<file path="config.mk">
export PLATFORM = sky130hd
export DESIGN_NAME = serial_wiper_latch_loader
export DESIGN_NICKNAME = d
export VERILOG_FILES = /design/src/verilog/wiper_pkg.sv /design/src/verilog/pin_sync.sv /design/src/verilog/serial_wiper_latch_loader.sv
export VERILOG_INCLUDE_DIRS = /design/src /design/src/verilog
export SDC_FILE = /design/constraint.sdc
export NUM_CORES = 1
export LEC_CHECK = 0
export ABC_AREA = 1
export ABC_CLOCK_PERIOD_IN_PS = 5900
export BUFFER_PORTS_ARGS = -buffer_cell sky130_fd_sc_hd__buf_2
export CORE_ASPECT_RATIO = 1.4
export CORE_MARGIN = 2
export CORE_UTILIZATION = 55
export DETAILED_ROUTE_END_ITERATION = 8
export MAX_ROUTING_LAYER = met4
export PLACE_DENSITY = 0.8
export SLEW_MARGIN = 10
export SYNTH_ARGS = -nofsm -noshare
export SYNTH_HDL_FRONTEND = slang
export SYNTH_SLANG_ARGS = --single-unit
</file>
<file path="constraint.sdc">
create_clock -name ref_clk -period 5.9 [get_ports ref_clk]
set_input_delay 0.59 -clock ref_clk [delete_from_list [all_inputs] [get_ports ref_clk]]
set_output_delay 0.59 -clock ref_clk [all_outputs]
set_load 0.01 [all_outputs]
</file>
<file path="src/verilog/wiper_defs.svh">
/*
  Offsets, field positions, reset values and counts of the serial wiper latch loader.
  Assumes inclusion by bare name from files under verilog/.
*/
`ifndef WIPER_DEFS_SVH
`define WIPER_DEFS_SVH

// ------------------------------------------------------------
// serial word layout
// ------------------------------------------------------------
`define SWL_WORD_BITS    10
`define SWL_ADDR_HI_POS  9
`define SWL_ADDR_LO_POS  8
`define SWL_DATA_MSB     7
`define SWL_CODE_BITS    8
`define SWL_MIDSCALE     8'h80

// ------------------------------------------------------------
// register port
// ------------------------------------------------------------
`define SWL_ADDR_BITS    3
`define SWL_REG_CTRL     3'h0
`define SWL_REG_STATUS   3'h1
`define SWL_REG_WIPER0   3'h2
`define SWL_REG_COUNT    3'h6
`define SWL_CTRL_VAR_LSB 0
`define SWL_CTRL_RESET   2'h2
`define SWL_STAT_PD_POS  10
`define SWL_STAT_PR_POS  11
`define SWL_STAT_AL_POS  12
`define SWL_STAT_CS_POS  13
`define SWL_SYNC_STAGES  2

`endif

</file>
<file path="src/verilog/wiper_pkg.sv">
/*
  Types shared by the serial wiper latch loader files.
  Assumes wiper_defs.svh is on the include path.
*/
`default_nettype none
`include "wiper_defs.svh"

package wiper_pkg;

  // pins of the three-wire link plus the two control inputs
  typedef struct packed {
    logic sclk;
    logic select_n;
    logic serial_in;
    logic preset_n;
    logic power_down_n;
  } serial_pins_t;

  typedef enum logic [1:0] {VARIANT_ONE, VARIANT_TWO, VARIANT_FOUR} variant_t;

  typedef enum {LINK_IDLE, LINK_SHIFT} link_state_t;

  typedef logic [`SWL_CODE_BITS-1:0] wiper_code_t;

endpackage

`default_nettype wire
</file>
<file path="src/verilog/pin_sync.sv">
/*
  Two flip-flop synchroniser for a group of pins.
  Assumes pins are asynchronous to ref_clk; RESET_VAL gives the idle level.
*/
`default_nettype none
`include "wiper_defs.svh"

module pin_sync #(
  parameter int              W         = 1,
  parameter logic [W-1:0]    RESET_VAL = '0
) (
  // clock and reset
  input  wire logic          ref_clk,
  input  wire logic          reset,
  // pins in, synchronised out
  input  wire logic [W-1:0]  pin_in,
  output logic      [W-1:0]  pin_sync_out
);

  if (W < 1) begin : g_bad_width
    $error("W must be at least one");
  end

  logic [W-1:0] stage1_ff;
  logic [W-1:0] stage2_ff;

  // stage1 feeds stage2 only
  always_ff @(posedge ref_clk or posedge reset) begin
    if (reset) begin
      stage1_ff <= RESET_VAL;
      stage2_ff <= RESET_VAL;
    end else begin
      stage1_ff <= pin_in;
      stage2_ff <= stage1_ff;
    end
  end

  assign pin_sync_out = stage2_ff;

endmodule // pin_sync

`default_nettype wire

</file>
<file path="src/verilog/serial_wiper_latch_loader.sv">
/*
  Serial front end of a multi-channel digital potentiometer: shift register,
  wiper latches, preset, power-down and open-drain chain output.
  Assumes all link pins are asynchronous to ref_clk and that the serial clock
  is much slower than ref_clk (each level lasts at least three ref_clk cycles).
*/
`default_nettype none
`include "wiper_defs.svh"

module serial_wiper_latch_loader
  import wiper_pkg::*;
#(
  parameter int CHANNELS = 4
) (
  // clock and reset
  input  wire logic                           ref_clk,
  input  wire logic                           reset,
  // serial link and control pins
  input  wire logic                           sclk,
  input  wire logic                           select_n,
  input  wire logic                           serial_in,
  input  wire logic                           preset_n,
  input  wire logic                           power_down_n,
  // open-drain chain output
  output logic                                chain_out,
  output logic                                chain_out_oe,
  // analog switch controls
  output logic                                terminal_a_open,
  output logic                                wiper_to_b,
  output logic [CHANNELS*`SWL_CODE_BITS-1:0]  wiper_pos,
  // register port
  input  wire logic [`SWL_ADDR_BITS-1:0]      reg_addr,
  input  wire logic [31:0]                    reg_wdata,
  input  wire logic                           reg_wr,
  input  wire logic                           reg_rd,
  output logic [31:0]                         reg_rdata
);

  localparam int WB = `SWL_WORD_BITS;
  localparam int CB = `SWL_CODE_BITS;

  // ------------------------------------------------------------
  // elaboration checks
  // ------------------------------------------------------------
  // latch indexing and the variant decode serve only these counts
  if (CHANNELS != 1 && CHANNELS != 2 && CHANNELS != 4) begin : g_bad_channels
    $error("CHANNELS must be 1, 2 or 4");
  end
  // the two address bits must sit directly above the code
  if (WB != CB + 2) begin : g_bad_word
    $error("word must be the code plus two address bits");
  end
  if (`SWL_DATA_MSB != CB - 1) begin : g_bad_msb
    $error("code field must end at bit zero");
  end

  // ------------------------------------------------------------
  // pin synchronisers
  // ------------------------------------------------------------
  // all five pins share one synchroniser bank
  serial_pins_t pins_raw;
  serial_pins_t pins_s;

  assign pins_raw = '{sclk: sclk, select_n: select_n, serial_in: serial_in,
                      preset_n: preset_n, power_down_n: power_down_n};

  // preset passes here too, so it acts about three cycles late
  pin_sync #(
    .W         ($bits(serial_pins_t)),
    .RESET_VAL (5'h0B)
  ) u_pin_sync (
    .ref_clk      (ref_clk),
    .reset        (reset),
    .pin_in       (pins_raw),
    .pin_sync_out (pins_s)
  );

  // ------------------------------------------------------------
  // edge detection
  // ------------------------------------------------------------
  logic        sclk_d_ff;
  logic        select_d_ff;
  logic        preset_d_ff;
  wire  logic  sclk_rise;
  wire  logic  select_rise;
  wire  logic  select_fall;
  wire  logic  preset_rise;
  wire  logic  preset_act;
  wire  logic  pd_act;

  always_ff @(posedge ref_clk or posedge reset) begin
    if (reset) begin
      sclk_d_ff   <= 1'b0;
      select_d_ff <= 1'b1;
      preset_d_ff <= 1'b1;
    end else begin
      sclk_d_ff   <= pins_s.sclk;
      select_d_ff <= pins_s.select_n;
      preset_d_ff <= pins_s.preset_n;
    end
  end

  // one-cycle pulses, but preset_act and pd_act are levels; idle reset values keep a false edge from following reset
  assign sclk_rise   = pins_s.sclk & ~sclk_d_ff;
  assign select_rise = pins_s.select_n & ~select_d_ff;
  assign select_fall = ~pins_s.select_n & select_d_ff;
  assign preset_rise = pins_s.preset_n & ~preset_d_ff;
  assign preset_act  = ~pins_s.preset_n;
  assign pd_act      = ~pins_s.power_down_n;

  // ------------------------------------------------------------
  // link state
  // ------------------------------------------------------------
  // frame flag only; shifting itself needs no state
  link_state_t state_ff;
  link_state_t nxt_state;

  always_comb begin
    nxt_state = state_ff;
    case (state_ff)
      LINK_IDLE: begin
        if (select_fall) begin
          nxt_state = LINK_SHIFT;
        end
      end
      LINK_SHIFT: begin
        if (pins_s.select_n) begin
          nxt_state = LINK_IDLE;
        end
      end
      default: nxt_state = LINK_IDLE;
    endcase
  end

  always_ff @(posedge ref_clk or posedge reset) begin
    if (reset) begin
      state_ff <= LINK_IDLE;
    end else begin
      state_ff <= nxt_state;
    end
  end

  // ------------------------------------------------------------
  // shift register
  // ------------------------------------------------------------
  logic [WB-1:0]  shift_reg_ff;
  logic [15:0]    bit_count_ff;
  logic           chain_bit_ff;
  wire  logic     do_shift;
  wire  logic [WB-1:0] nxt_shift_reg;
  wire  logic [15:0]   nxt_bit_count;

  // shifting continues in power-down
  assign do_shift      = ~pins_s.select_n & sclk_rise & ~preset_act;
  // msb first, older bits fall off the top
  assign nxt_shift_reg = {shift_reg_ff[WB-2:0], pins_s.serial_in};
  // saturates rather than wraps, so the aligned flag never lies
  assign nxt_bit_count = (bit_count_ff == 16'hFFFF) ? bit_count_ff
                                                    : bit_count_ff + 16'h0001;

  // sclk low holds the register unchanged
  always_ff @(posedge ref_clk or posedge reset) begin
    if (reset) begin
      shift_reg_ff <= '0;
    end else if (do_shift) begin
      shift_reg_ff <= nxt_shift_reg;
    end
  end

  // oldest bit leaves toward the next device
  always_ff @(posedge ref_clk or posedge reset) begin
    if (reset) begin
      chain_bit_ff <= 1'b0;
    end else if (preset_act) begin
      chain_bit_ff <= 1'b0;
    end else if (do_shift) begin
      chain_bit_ff <= shift_reg_ff[WB-1];
    end
  end

  // counts bits per frame; a whole frame is a multiple of ten
  always_ff @(posedge ref_clk or posedge reset) begin
    if (reset) begin
      bit_count_ff <= '0;
    end else if (select_fall) begin
      // a shift in the opening cycle still counts
      bit_count_ff <= do_shift ? 16'h0001 : 16'h0000;
    end else if (do_shift) begin
      bit_count_ff <= nxt_bit_count;
    end
  end

  // ------------------------------------------------------------
  // address decode and wiper latches
  // ------------------------------------------------------------
  logic [1:0]    variant_ff;
  wiper_code_t   latch_ff [CHANNELS];
  wire  logic [1:0] word_addr;
  wire  logic [2:0] avail_ch;
  wire  logic       addr_ok;
  wire  logic       do_load;

  // the two oldest bits of the word are the address
  assign word_addr = {shift_reg_ff[`SWL_ADDR_HI_POS],
                      shift_reg_ff[`SWL_ADDR_LO_POS]};
  // narrower variants ignore words for absent channels
  // code 3 is reserved and serves as four channels
  assign avail_ch  = (variant_ff == 2'(VARIANT_ONE)) ? 3'h1 :
                     (variant_ff == 2'(VARIANT_TWO)) ? 3'h2 : 3'h4;
  assign addr_ok   = ({1'b0, word_addr} < avail_ch) &&
                     ({1'b0, word_addr} < 3'(CHANNELS));
  // sclk and data play no part in the load itself
  assign do_load   = select_rise & ~preset_act & addr_ok;

  genvar ch;
  generate
    for (ch = 0; ch < CHANNELS; ch++) begin : g_latch
      wire logic hit;
      assign hit = do_load && (word_addr == 2'(ch));
      // power-down does not touch the codes
      always_ff @(posedge ref_clk or posedge reset) begin
        if (reset) begin
          // reset centres too, as if preset had been pulsed
          latch_ff[ch] <= `SWL_MIDSCALE;
        end else if (preset_act || preset_rise) begin
          latch_ff[ch] <= `SWL_MIDSCALE;
        end else if (hit) begin
          latch_ff[ch] <= shift_reg_ff[`SWL_DATA_MSB:0];
        end
      end
      assign wiper_pos[ch*CB +: CB] = latch_ff[ch];
    end
  endgenerate

  // ------------------------------------------------------------
  // power-down and chain output
  // ------------------------------------------------------------
  logic       term_open_ff;
  logic       wiper_b_ff;
  logic       chain_oe_ff;
  wire  logic nxt_chain_oe;

  // pull low only for a zero; a one is left to the pull-up
  assign nxt_chain_oe = ~pins_s.select_n & ~preset_act & ~pd_act &
                        ~chain_bit_ff;

  always_ff @(posedge ref_clk or posedge reset) begin
    if (reset) begin
      term_open_ff <= 1'b0;
      wiper_b_ff   <= 1'b0;
      chain_oe_ff  <= 1'b0;
    end else begin
      // both switch controls follow one synchronised level
      term_open_ff <= pd_act;
      wiper_b_ff   <= pd_act;
      chain_oe_ff  <= nxt_chain_oe;
    end
  end

  assign chain_out       = 1'b0;
  assign chain_out_oe    = chain_oe_ff;
  assign terminal_a_open = term_open_ff;
  assign wiper_to_b      = wiper_b_ff;

  // ------------------------------------------------------------
  // register port
  // ------------------------------------------------------------
  logic [31:0]  rdata_ff;
  logic [31:0]  rd_mux;
  wire  logic   wr_ctrl;
  wire  logic   aligned;
  wire  logic [31:0] status_word;
  wire  logic   frame_open;

  // writes to read-only addresses fall away
  assign wr_ctrl = reg_wr && (reg_addr == `SWL_REG_CTRL);
  assign aligned = (bit_count_ff != 16'h0000) &&
                   ((bit_count_ff % 16'(WB)) == 16'h0000);

  // frame flag reads high from select fall to select rise
  assign frame_open = (state_ff == LINK_SHIFT);
  assign status_word[`SWL_WORD_BITS-1:0]    = shift_reg_ff;
  assign status_word[`SWL_STAT_PD_POS]      = pd_act;
  assign status_word[`SWL_STAT_PR_POS]      = preset_act;
  assign status_word[`SWL_STAT_AL_POS]      = aligned;
  assign status_word[`SWL_STAT_CS_POS]      = frame_open;
  assign status_word[31:`SWL_STAT_CS_POS+1] = '0;

  always_ff @(posedge ref_clk or posedge reset) begin
    if (reset) begin
      variant_ff <= `SWL_CTRL_RESET;
    end else if (wr_ctrl) begin
      variant_ff <= reg_wdata[`SWL_CTRL_VAR_LSB +: 2];
    end
  end

  always_comb begin
    rd_mux = 32'h0;
    case (reg_addr)
      `SWL_REG_CTRL:   rd_mux = {30'h0, variant_ff};
      `SWL_REG_STATUS: rd_mux = status_word;
      `SWL_REG_COUNT:  rd_mux = {16'h0, bit_count_ff};
      default: begin
        // the range test keeps the cut index in bounds
        if (reg_addr >= `SWL_REG_WIPER0 &&
            reg_addr < `SWL_REG_WIPER0 + 3'(CHANNELS)) begin
          rd_mux = {24'h0, latch_ff[2'(reg_addr - `SWL_REG_WIPER0)]};
        end
      end
    endcase
  end

  // data valid in the cycle after the strobe only
  always_ff @(posedge ref_clk or posedge reset) begin
    if (reset) begin
      rdata_ff <= 32'h0;
    end else if (reg_rd) begin
      rdata_ff <= rd_mux;
    end else begin
      rdata_ff <= 32'h0;
    end
  end

  assign reg_rdata = rdata_ff;

endmodule // serial_wiper_latch_loader

`default_nettype wire

</file>
==> results_dict.tcl, run 1 <==
set metrics [dict create \
    fmax_mhz 192 \
    yosysTopAreaCell "dfrtp_1" \
    worst_clock_skew_ns 0.00952 \
    rr_worst_depth 50 \
    grt_start_max_net_pins 57 \
    die-area_um2 10400 \
    ir_worst_vdd_mv 0.261 \
    post_cts_resized 0 \
    pre_cts_slack_ns 0.825 \
    drive_above_1_share_pct 21.8 \
    setup_slack_ns 0.697 \
    detail_route.wl_per_cell_um 14.9 \
    synth_top_area_share_pct 37.8 \
    rr_startpoint "bit_count_ff[15]" \
    numCtsBuffers 9 \
    post-route-min-period_ns 5.20 \
    whs_ns 0.299 \
    wirelength_um 12800 \
    dp.cells 848 \
    rsz0062_at_grt "no" \
    vias 4916 \
    worst_slew_pin_slew_ns 0.963 \
    postCtsSetupBuffers 0 \
    core_um2 9410 \
    tritoncts "done" \
    drtIter0Drc 374 \
    cts_hold_buf 0 \
    slew_headroom_pct 35.5 \
    ys_types 39 \
    cp_slowest_stage_delay_ns 0.45 \
    drc_errors 0 \
    initial_utilization_pct 56.3 \
    fin_cells 864 \
    status "complete, no violations" \
    avgSynthCellArea_um2 7.70 \
    clock_path_buffers 2 \
    nets 798 \
    grt.total_usage_pct 26.3 \
    hold_path_class "in2async" \
    slowest_stage "dfrtp_1" \
    antenna_left 0 \
    fin_crit_sh_pct 88.2 \
    worstPathArrival_ns 5.47 \
    p_leak_nw 3.08 \
    power_density_nw_per_um2 244 \
    drv_slew 0 \
    crit_required_ns 6.17 \
    grt_pass1_vias 4786 \
    ys_seq_elements 93 \
    synthFlopType "dfrtp_1" \
    diodes 0 \
    cts_max_level 3 \
    portBuffers 64 \
    die_y_um 120 \
    gp_congestion 0.941 \
    gr-total-overflow 0 \
    rows 42 \
    first_pass_iters 6 \
    grt_pass1_wl_um 21400 \
    yosysMostFrequentCell "nand2_1" \
    setup_viol 0 \
    viasPerCell 5.69 \
    synthCells 687 \
    reg2reg_to "reg_rdata[12]" \
    syn_area_um2 5290 \
    clock_latency_ns 0.35 \
    crit_path_frequent_cell "nand2_2" \
    dp_hpwl_um 9540 \
    ios 112 \
    die_x_um 86.9 \
    yosysSeqAreaShare_pct 44.3 \
    path_class "reg2reg" \
    synth_edf_count 0 \
    drv_cap 0 \
    utilization_pct 63.4 \
    yosys-top-cells-count "nand2_1 (153), inv_1 (82), dfrtp_1 (80), o21ai_0 (61), nand3_1 (53)" \
    hold_violations 0 \
    syn_to_final_growth_pct 12.6 \
    async_flop_share_pct 100 \
    clock-root-buffer "clkbuf_16" \
    crit_path_end_kind "register" \
    clk_pin_slew_ns 0.07 \
    clock-sinks 93 \
    reg2reg_slack_ns 0.70 \
    synth.area.top_cells "dfrtp_1 (38%), nand2_1 (11%), dfstp_2 (6.5%)" \
    ys_warn_count 0 \
    antenna_found_initial 0 \
    crit_fanout 7 \
    cp-start-kind "register" \
    finalSetupTns_ns 0 \
]
## placed cells by master (no fill, tap or decap), types with 3 or more instances in the layout
master,n
dfrtp_1,80
nor4_1,4
buf_2,64
o22ai_1,10
nand2_2,27
mux2_2,5
conb_1,17
o21ai_1,3
nand3_2,10
o21ai_0,61
clkinv_1,6
xor2_1,3
inv_1,81
ha_1,5
nand3_1,53
a21oi_1,17
nor3_1,15
dfstp_2,13
nor2_1,41
nand2_1,153
o221ai_1,3
inv_2,17
clkbuf_16,9
a22oi_1,11
nand2_4,4
o211ai_1,5
nand4_1,9
a31oi_1,3
## flip-flops by register name, summed over array words and instances, names as in the netlist, 2 cells and up
signal / count
reg_rdata: 16
bit_count_ff: 16
wiper_pos: 32
u_pin_sync.pin_sync_out: 5
u_pin_sync.stage1_ff: 5
shift_reg_ff: 10
variant_ff: 2
## kinds of logic (layout without fill, tap and decap cells)
logic type / Yosys count / in the layout / synth area share, %
AO/OA/AOI/OAI: 123 / 123 / 13.6
XOR/XNOR: 3 / 3 / 0.497
adder cells (fa/ha/maj): 5 / 5 / 1.18
buffers and inverters: 136 / 187 / 11.0
flip-flops: 93 / 93 / 44.3
multiplexers: 5 / 5 / 1.06
other: 1 / 17 / 0.0709
AND/OR/NAND/NOR: 321 / 321 / 28.3
## critical path, delay by kind of cell, from the launching register on
kind	cells	cell delay, ns
AOI/OAI and AO/OA	4	0.62
xor gates and xnor gates	1	0.19
DFF	1	0.45
buffers and inverters	1	0.06
and+or+nand+nor	44	3.79
## worst max-delay path by stage
stage                           from       endpoint  slack [ns]  cells after the start
floorplan           bit_count_ff[15]  reg_rdata[12]        1.53                     53
global placement    bit_count_ff[15]  reg_rdata[12]        1.14                     51
detailed placement  bit_count_ff[15]  reg_rdata[12]        0.83                     50
CTS                 bit_count_ff[15]  reg_rdata[12]        0.78                     50
global route        bit_count_ff[15]  reg_rdata[12]        0.14                     48
finish              bit_count_ff[15]  reg_rdata[12]        0.70                     50
## area by class of cell
cell class | instances | area, um^2
Clock buffer | 10 | 229
Clock inverter | 6 | 93.8
Fill cell | 787 | 3440
Inverter | 105 | 395
Multi-Input combinational cell | 474 | 2430
Sequential cell | 93 | 2340
Tap cell | 110 | 138
Timing Repair Buffer | 66 | 335
## power by group
group | internal, mW | switching (mW) | total, mW
Combinational | 0.0413 | 0.0952 | 0.137
Clock | 0.375 | 0.249 | 0.624
Sequential | 0.674 | 0.0215 | 0.696
Total | 1.09 | 0.366 | 1.46
## stage by stage
step | cell area (um^2) | power, mW
after floorplan | 5350 | 0.799
after global placement | 5640 | 0.835
after detailed placement | 5640 | 0.841
after CTS | 5960 | 1.46
after global routing | 5960 | 1.51
final | 5960 | 1.46
## per-layer routing
layer / vias up / track usage [%] / share of wire [%]
li1: 2340 / - / -
met1: 2335 / 30.7 / 40
met2: 199 / 44.0 / 52
met3: 42 / 4.20 / 5.3
met4: 0 / 12.1 / 3.0
met5: - / - / 0
Note: power is estimated with default switching activity, not from simulation.
==> run 2, diff against run 1 <==
--- a/config.mk
+++ b/config.mk
@@ -7,14 +7,14 @@
 export NUM_CORES = 1
 export LEC_CHECK = 0
 export ABC_AREA = 1
-export ABC_CLOCK_PERIOD_IN_PS = 5900
-export BUFFER_PORTS_ARGS = -buffer_cell sky130_fd_sc_hd__buf_2
+export ABC_CLOCK_PERIOD_IN_PS = 4600
 export CORE_ASPECT_RATIO = 1.4
 export CORE_MARGIN = 2
-export CORE_UTILIZATION = 55
+export CORE_UTILIZATION = 58
 export DETAILED_ROUTE_END_ITERATION = 8
+export DONT_BUFFER_PORTS = 1
 export MAX_ROUTING_LAYER = met4
-export PLACE_DENSITY = 0.8
+export PLACE_DENSITY = 0.76
 export SLEW_MARGIN = 10
 export SYNTH_ARGS = -nofsm -noshare
 export SYNTH_HDL_FRONTEND = slang
==> constraint.sdc (replaced) <==
create_clock -name ref_clk -period 4.6 [get_ports ref_clk]
set_input_delay 0.46 -clock ref_clk [delete_from_list [all_inputs] [get_ports ref_clk]]
set_output_delay 0.46 -clock ref_clk [all_outputs]
set_load 0.01 [all_outputs]
==> results_dict.tcl, run 2 (synthesis gave the netlist of run 1 again) <==
set metrics [dict create \
    finalSetupTns_ns -0.534 \
    grt.total_usage_pct 26.9 \
    hold_violations 0 \
    hold_end "u_pin_sync.stage1_ff[1]" \
    clock-root-buffer "clkbuf_16" \
    clock-sinks 93 \
    clock_path_buffers 2 \
    numCtsBuffers 9 \
    initial_utilization_pct 59.3 \
    worst_clock_skew_ns 0.00668 \
    hold_path_startpoint "preset_n" \
    drc_errors 0 \
    p_leak_nw 3.01 \
    gp_congestion 0.878 \
    syn_to_final_growth_pct 15.7 \
    ir_worst_vdd_mv 0.283 \
    grt_pass1_wl_um 20700 \
    setup_viol 1 \
    crit_start "bit_count_ff[14]" \
    design_area_um2 6130 \
    rr_startpoint "bit_count_ff[14]" \
    gr-total-overflow 0 \
    clk_pin_slew_ns 0.06 \
    worstPathArrival_ns 5.35 \
    setup_slack_ns -0.534 \
    switching_power_uw 452 \
    pwr-share-seq_pct 48.6 \
    detail_route.wl_per_cell_um 15.5 \
    critPathTopFamily "simple AND/OR/NAND/NOR gates" \
    swShare_pct 24.3 \
    grt_start_max_net_pins 64 \
    post-route-min-period_ns 5.13 \
    antenna_left 0 \
    diodes 0 \
    tritoncts "done" \
    path_buf_inv 4 \
    cp_slowest_stage_delay_ns 0.42 \
    layout_commonest_cell "nand2_1" \
    ios 112 \
    pre_cts_slack_ns -0.410 \
    crit_required_ns 4.82 \
    crit_path_frequent_cell "nand2_2" \
    cts_hold_buf 0 \
    core_um2 8930 \
    fmax_mhz 195 \
    holdPathStages 0 \
    viasPerCell 5.71 \
    drive_above_1_share_pct 24.4 \
    crit_fanout 5 \
    vias 4701 \
    worst_slew_pin_slew_ns 1.05 \
    portBuffers 0 \
    rsz0062_at_grt "yes" \
    wirelength_um 12800 \
    cp-start-kind "register" \
    first_pass_iters 5 \
    hold_path_class "in2reg" \
    reg2reg_slack_ns -0.53 \
    nets 761 \
    path_class "reg2reg" \
    clock_power_share_pct 44.2 \
    slew_headroom_pct 29.9 \
    drtIter0Drc 351 \
    drv_cap 0 \
    fin_crit_sh_pct 112 \
    crit_path_end_kind "register" \
    cts_max_level 3 \
    status "finished, violations left" \
    antenna_found_initial 0 \
    rr_worst_depth 52 \
    final_cell_mix "nand2_1 (123), dfrtp_1 (78), inv_1 (77), o21ai_0 (61), nand3_1 (46)" \
    internal_power_mw 1.41 \
    die_x_um 84.7 \
    drv_slew 0 \
    fillers 725 \
    dp_hpwl_um 9270 \
    place_area_um2 5450 \
    rows 41 \
    utilization_pct 68.6 \
    slowest_stage "dfrtp_1" \
    reg2reg_to "reg_rdata[12]" \
    grt_pass1_vias 4543 \
    power_density_nw_per_um2 304 \
    combinationalPowerShare_pct 7.2 \
    die-area_um2 9920 \
    clock_latency_ns 0.34 \
    largest_reg_flops 32 \
    die_y_um 117 \
    violations "setup timing" \
]
## run 2: changes by cell type in the layout (fill, tap and decap cells not counted), sizes merged
cell and delta:
buf -37, bufinv -1, clkinvlp -1, clkbuf +2
## run 2: how the worst max path moves through the flow
stage | end | slack [ns] | depth (start not counted)
after CTS | reg_rdata[12] | -0.38 | 57
after detailed placement | reg_rdata[12] | -0.41 | 55
after global routing | reg_rdata[12] | -0.91 | 53
after global placement | reg_rdata[12] | -0.14 | 49
after floorplan | reg_rdata[12] | 0.23 | 53
final | reg_rdata[12] | -0.53 | 52
## run 2: through the flow
step                hold WS (ns)  total power [mW]  cells
detailed placement         0.335              1.05    799
finish                     0.113              1.86    824
floorplan                  0.331              1.02    703
global placement           0.332              1.05    799
CTS                        0.107              1.86    816
global route              0.0984              1.92    824
## run 2: repair_timing
item,CTS,global route
gates resized for setup,3,68
endpoints found under the setup margin,1,1
pin swaps,0,36
setup buffers,1,8
## run 2: final cells by class
type / instances / area (um^2) / area share [%]
clock buffers: 12 / 289 / 4.72
clock inverters: 4 / 56.3 / 0.919
inverters: 105 / 398 / 6.50
multi-input cells: 474 / 2690 / 43.8
flip-flops and latches: 93 / 2350 / 38.3
well taps: 107 / 134 / 2.19
repair buffers: 29 / 218 / 3.55
## run 2: layer usage
metal  global-route usage [%]  vias to the layer above  share of wire [%]
met1                     29.2                     2264                 38
met4                     10.8                        0                3.0
met5                        -                        -                  0
met2                     48.6                      135                 54
li1                         -                     2270                  -
met3                     5.12                       32                5.2
## run 2: power groups by stage
| stage | registers (mW) | clock network, mW | logic [mW] |
|---|---|---|---|
| 6_report | 0.905 | 0.821 | 0.134 |
| 5_1_grt | 0.910 | 0.858 | 0.156 |
| 3_5_place_dp | 0.919 | 0 | 0.132 |
| 3_3_place_gp | 0.918 | 0 | 0.127 |
| 2_1_floorplan | 0.909 | 0 | 0.116 |
| 4_1_cts | 0.905 | 0.825 | 0.133 |
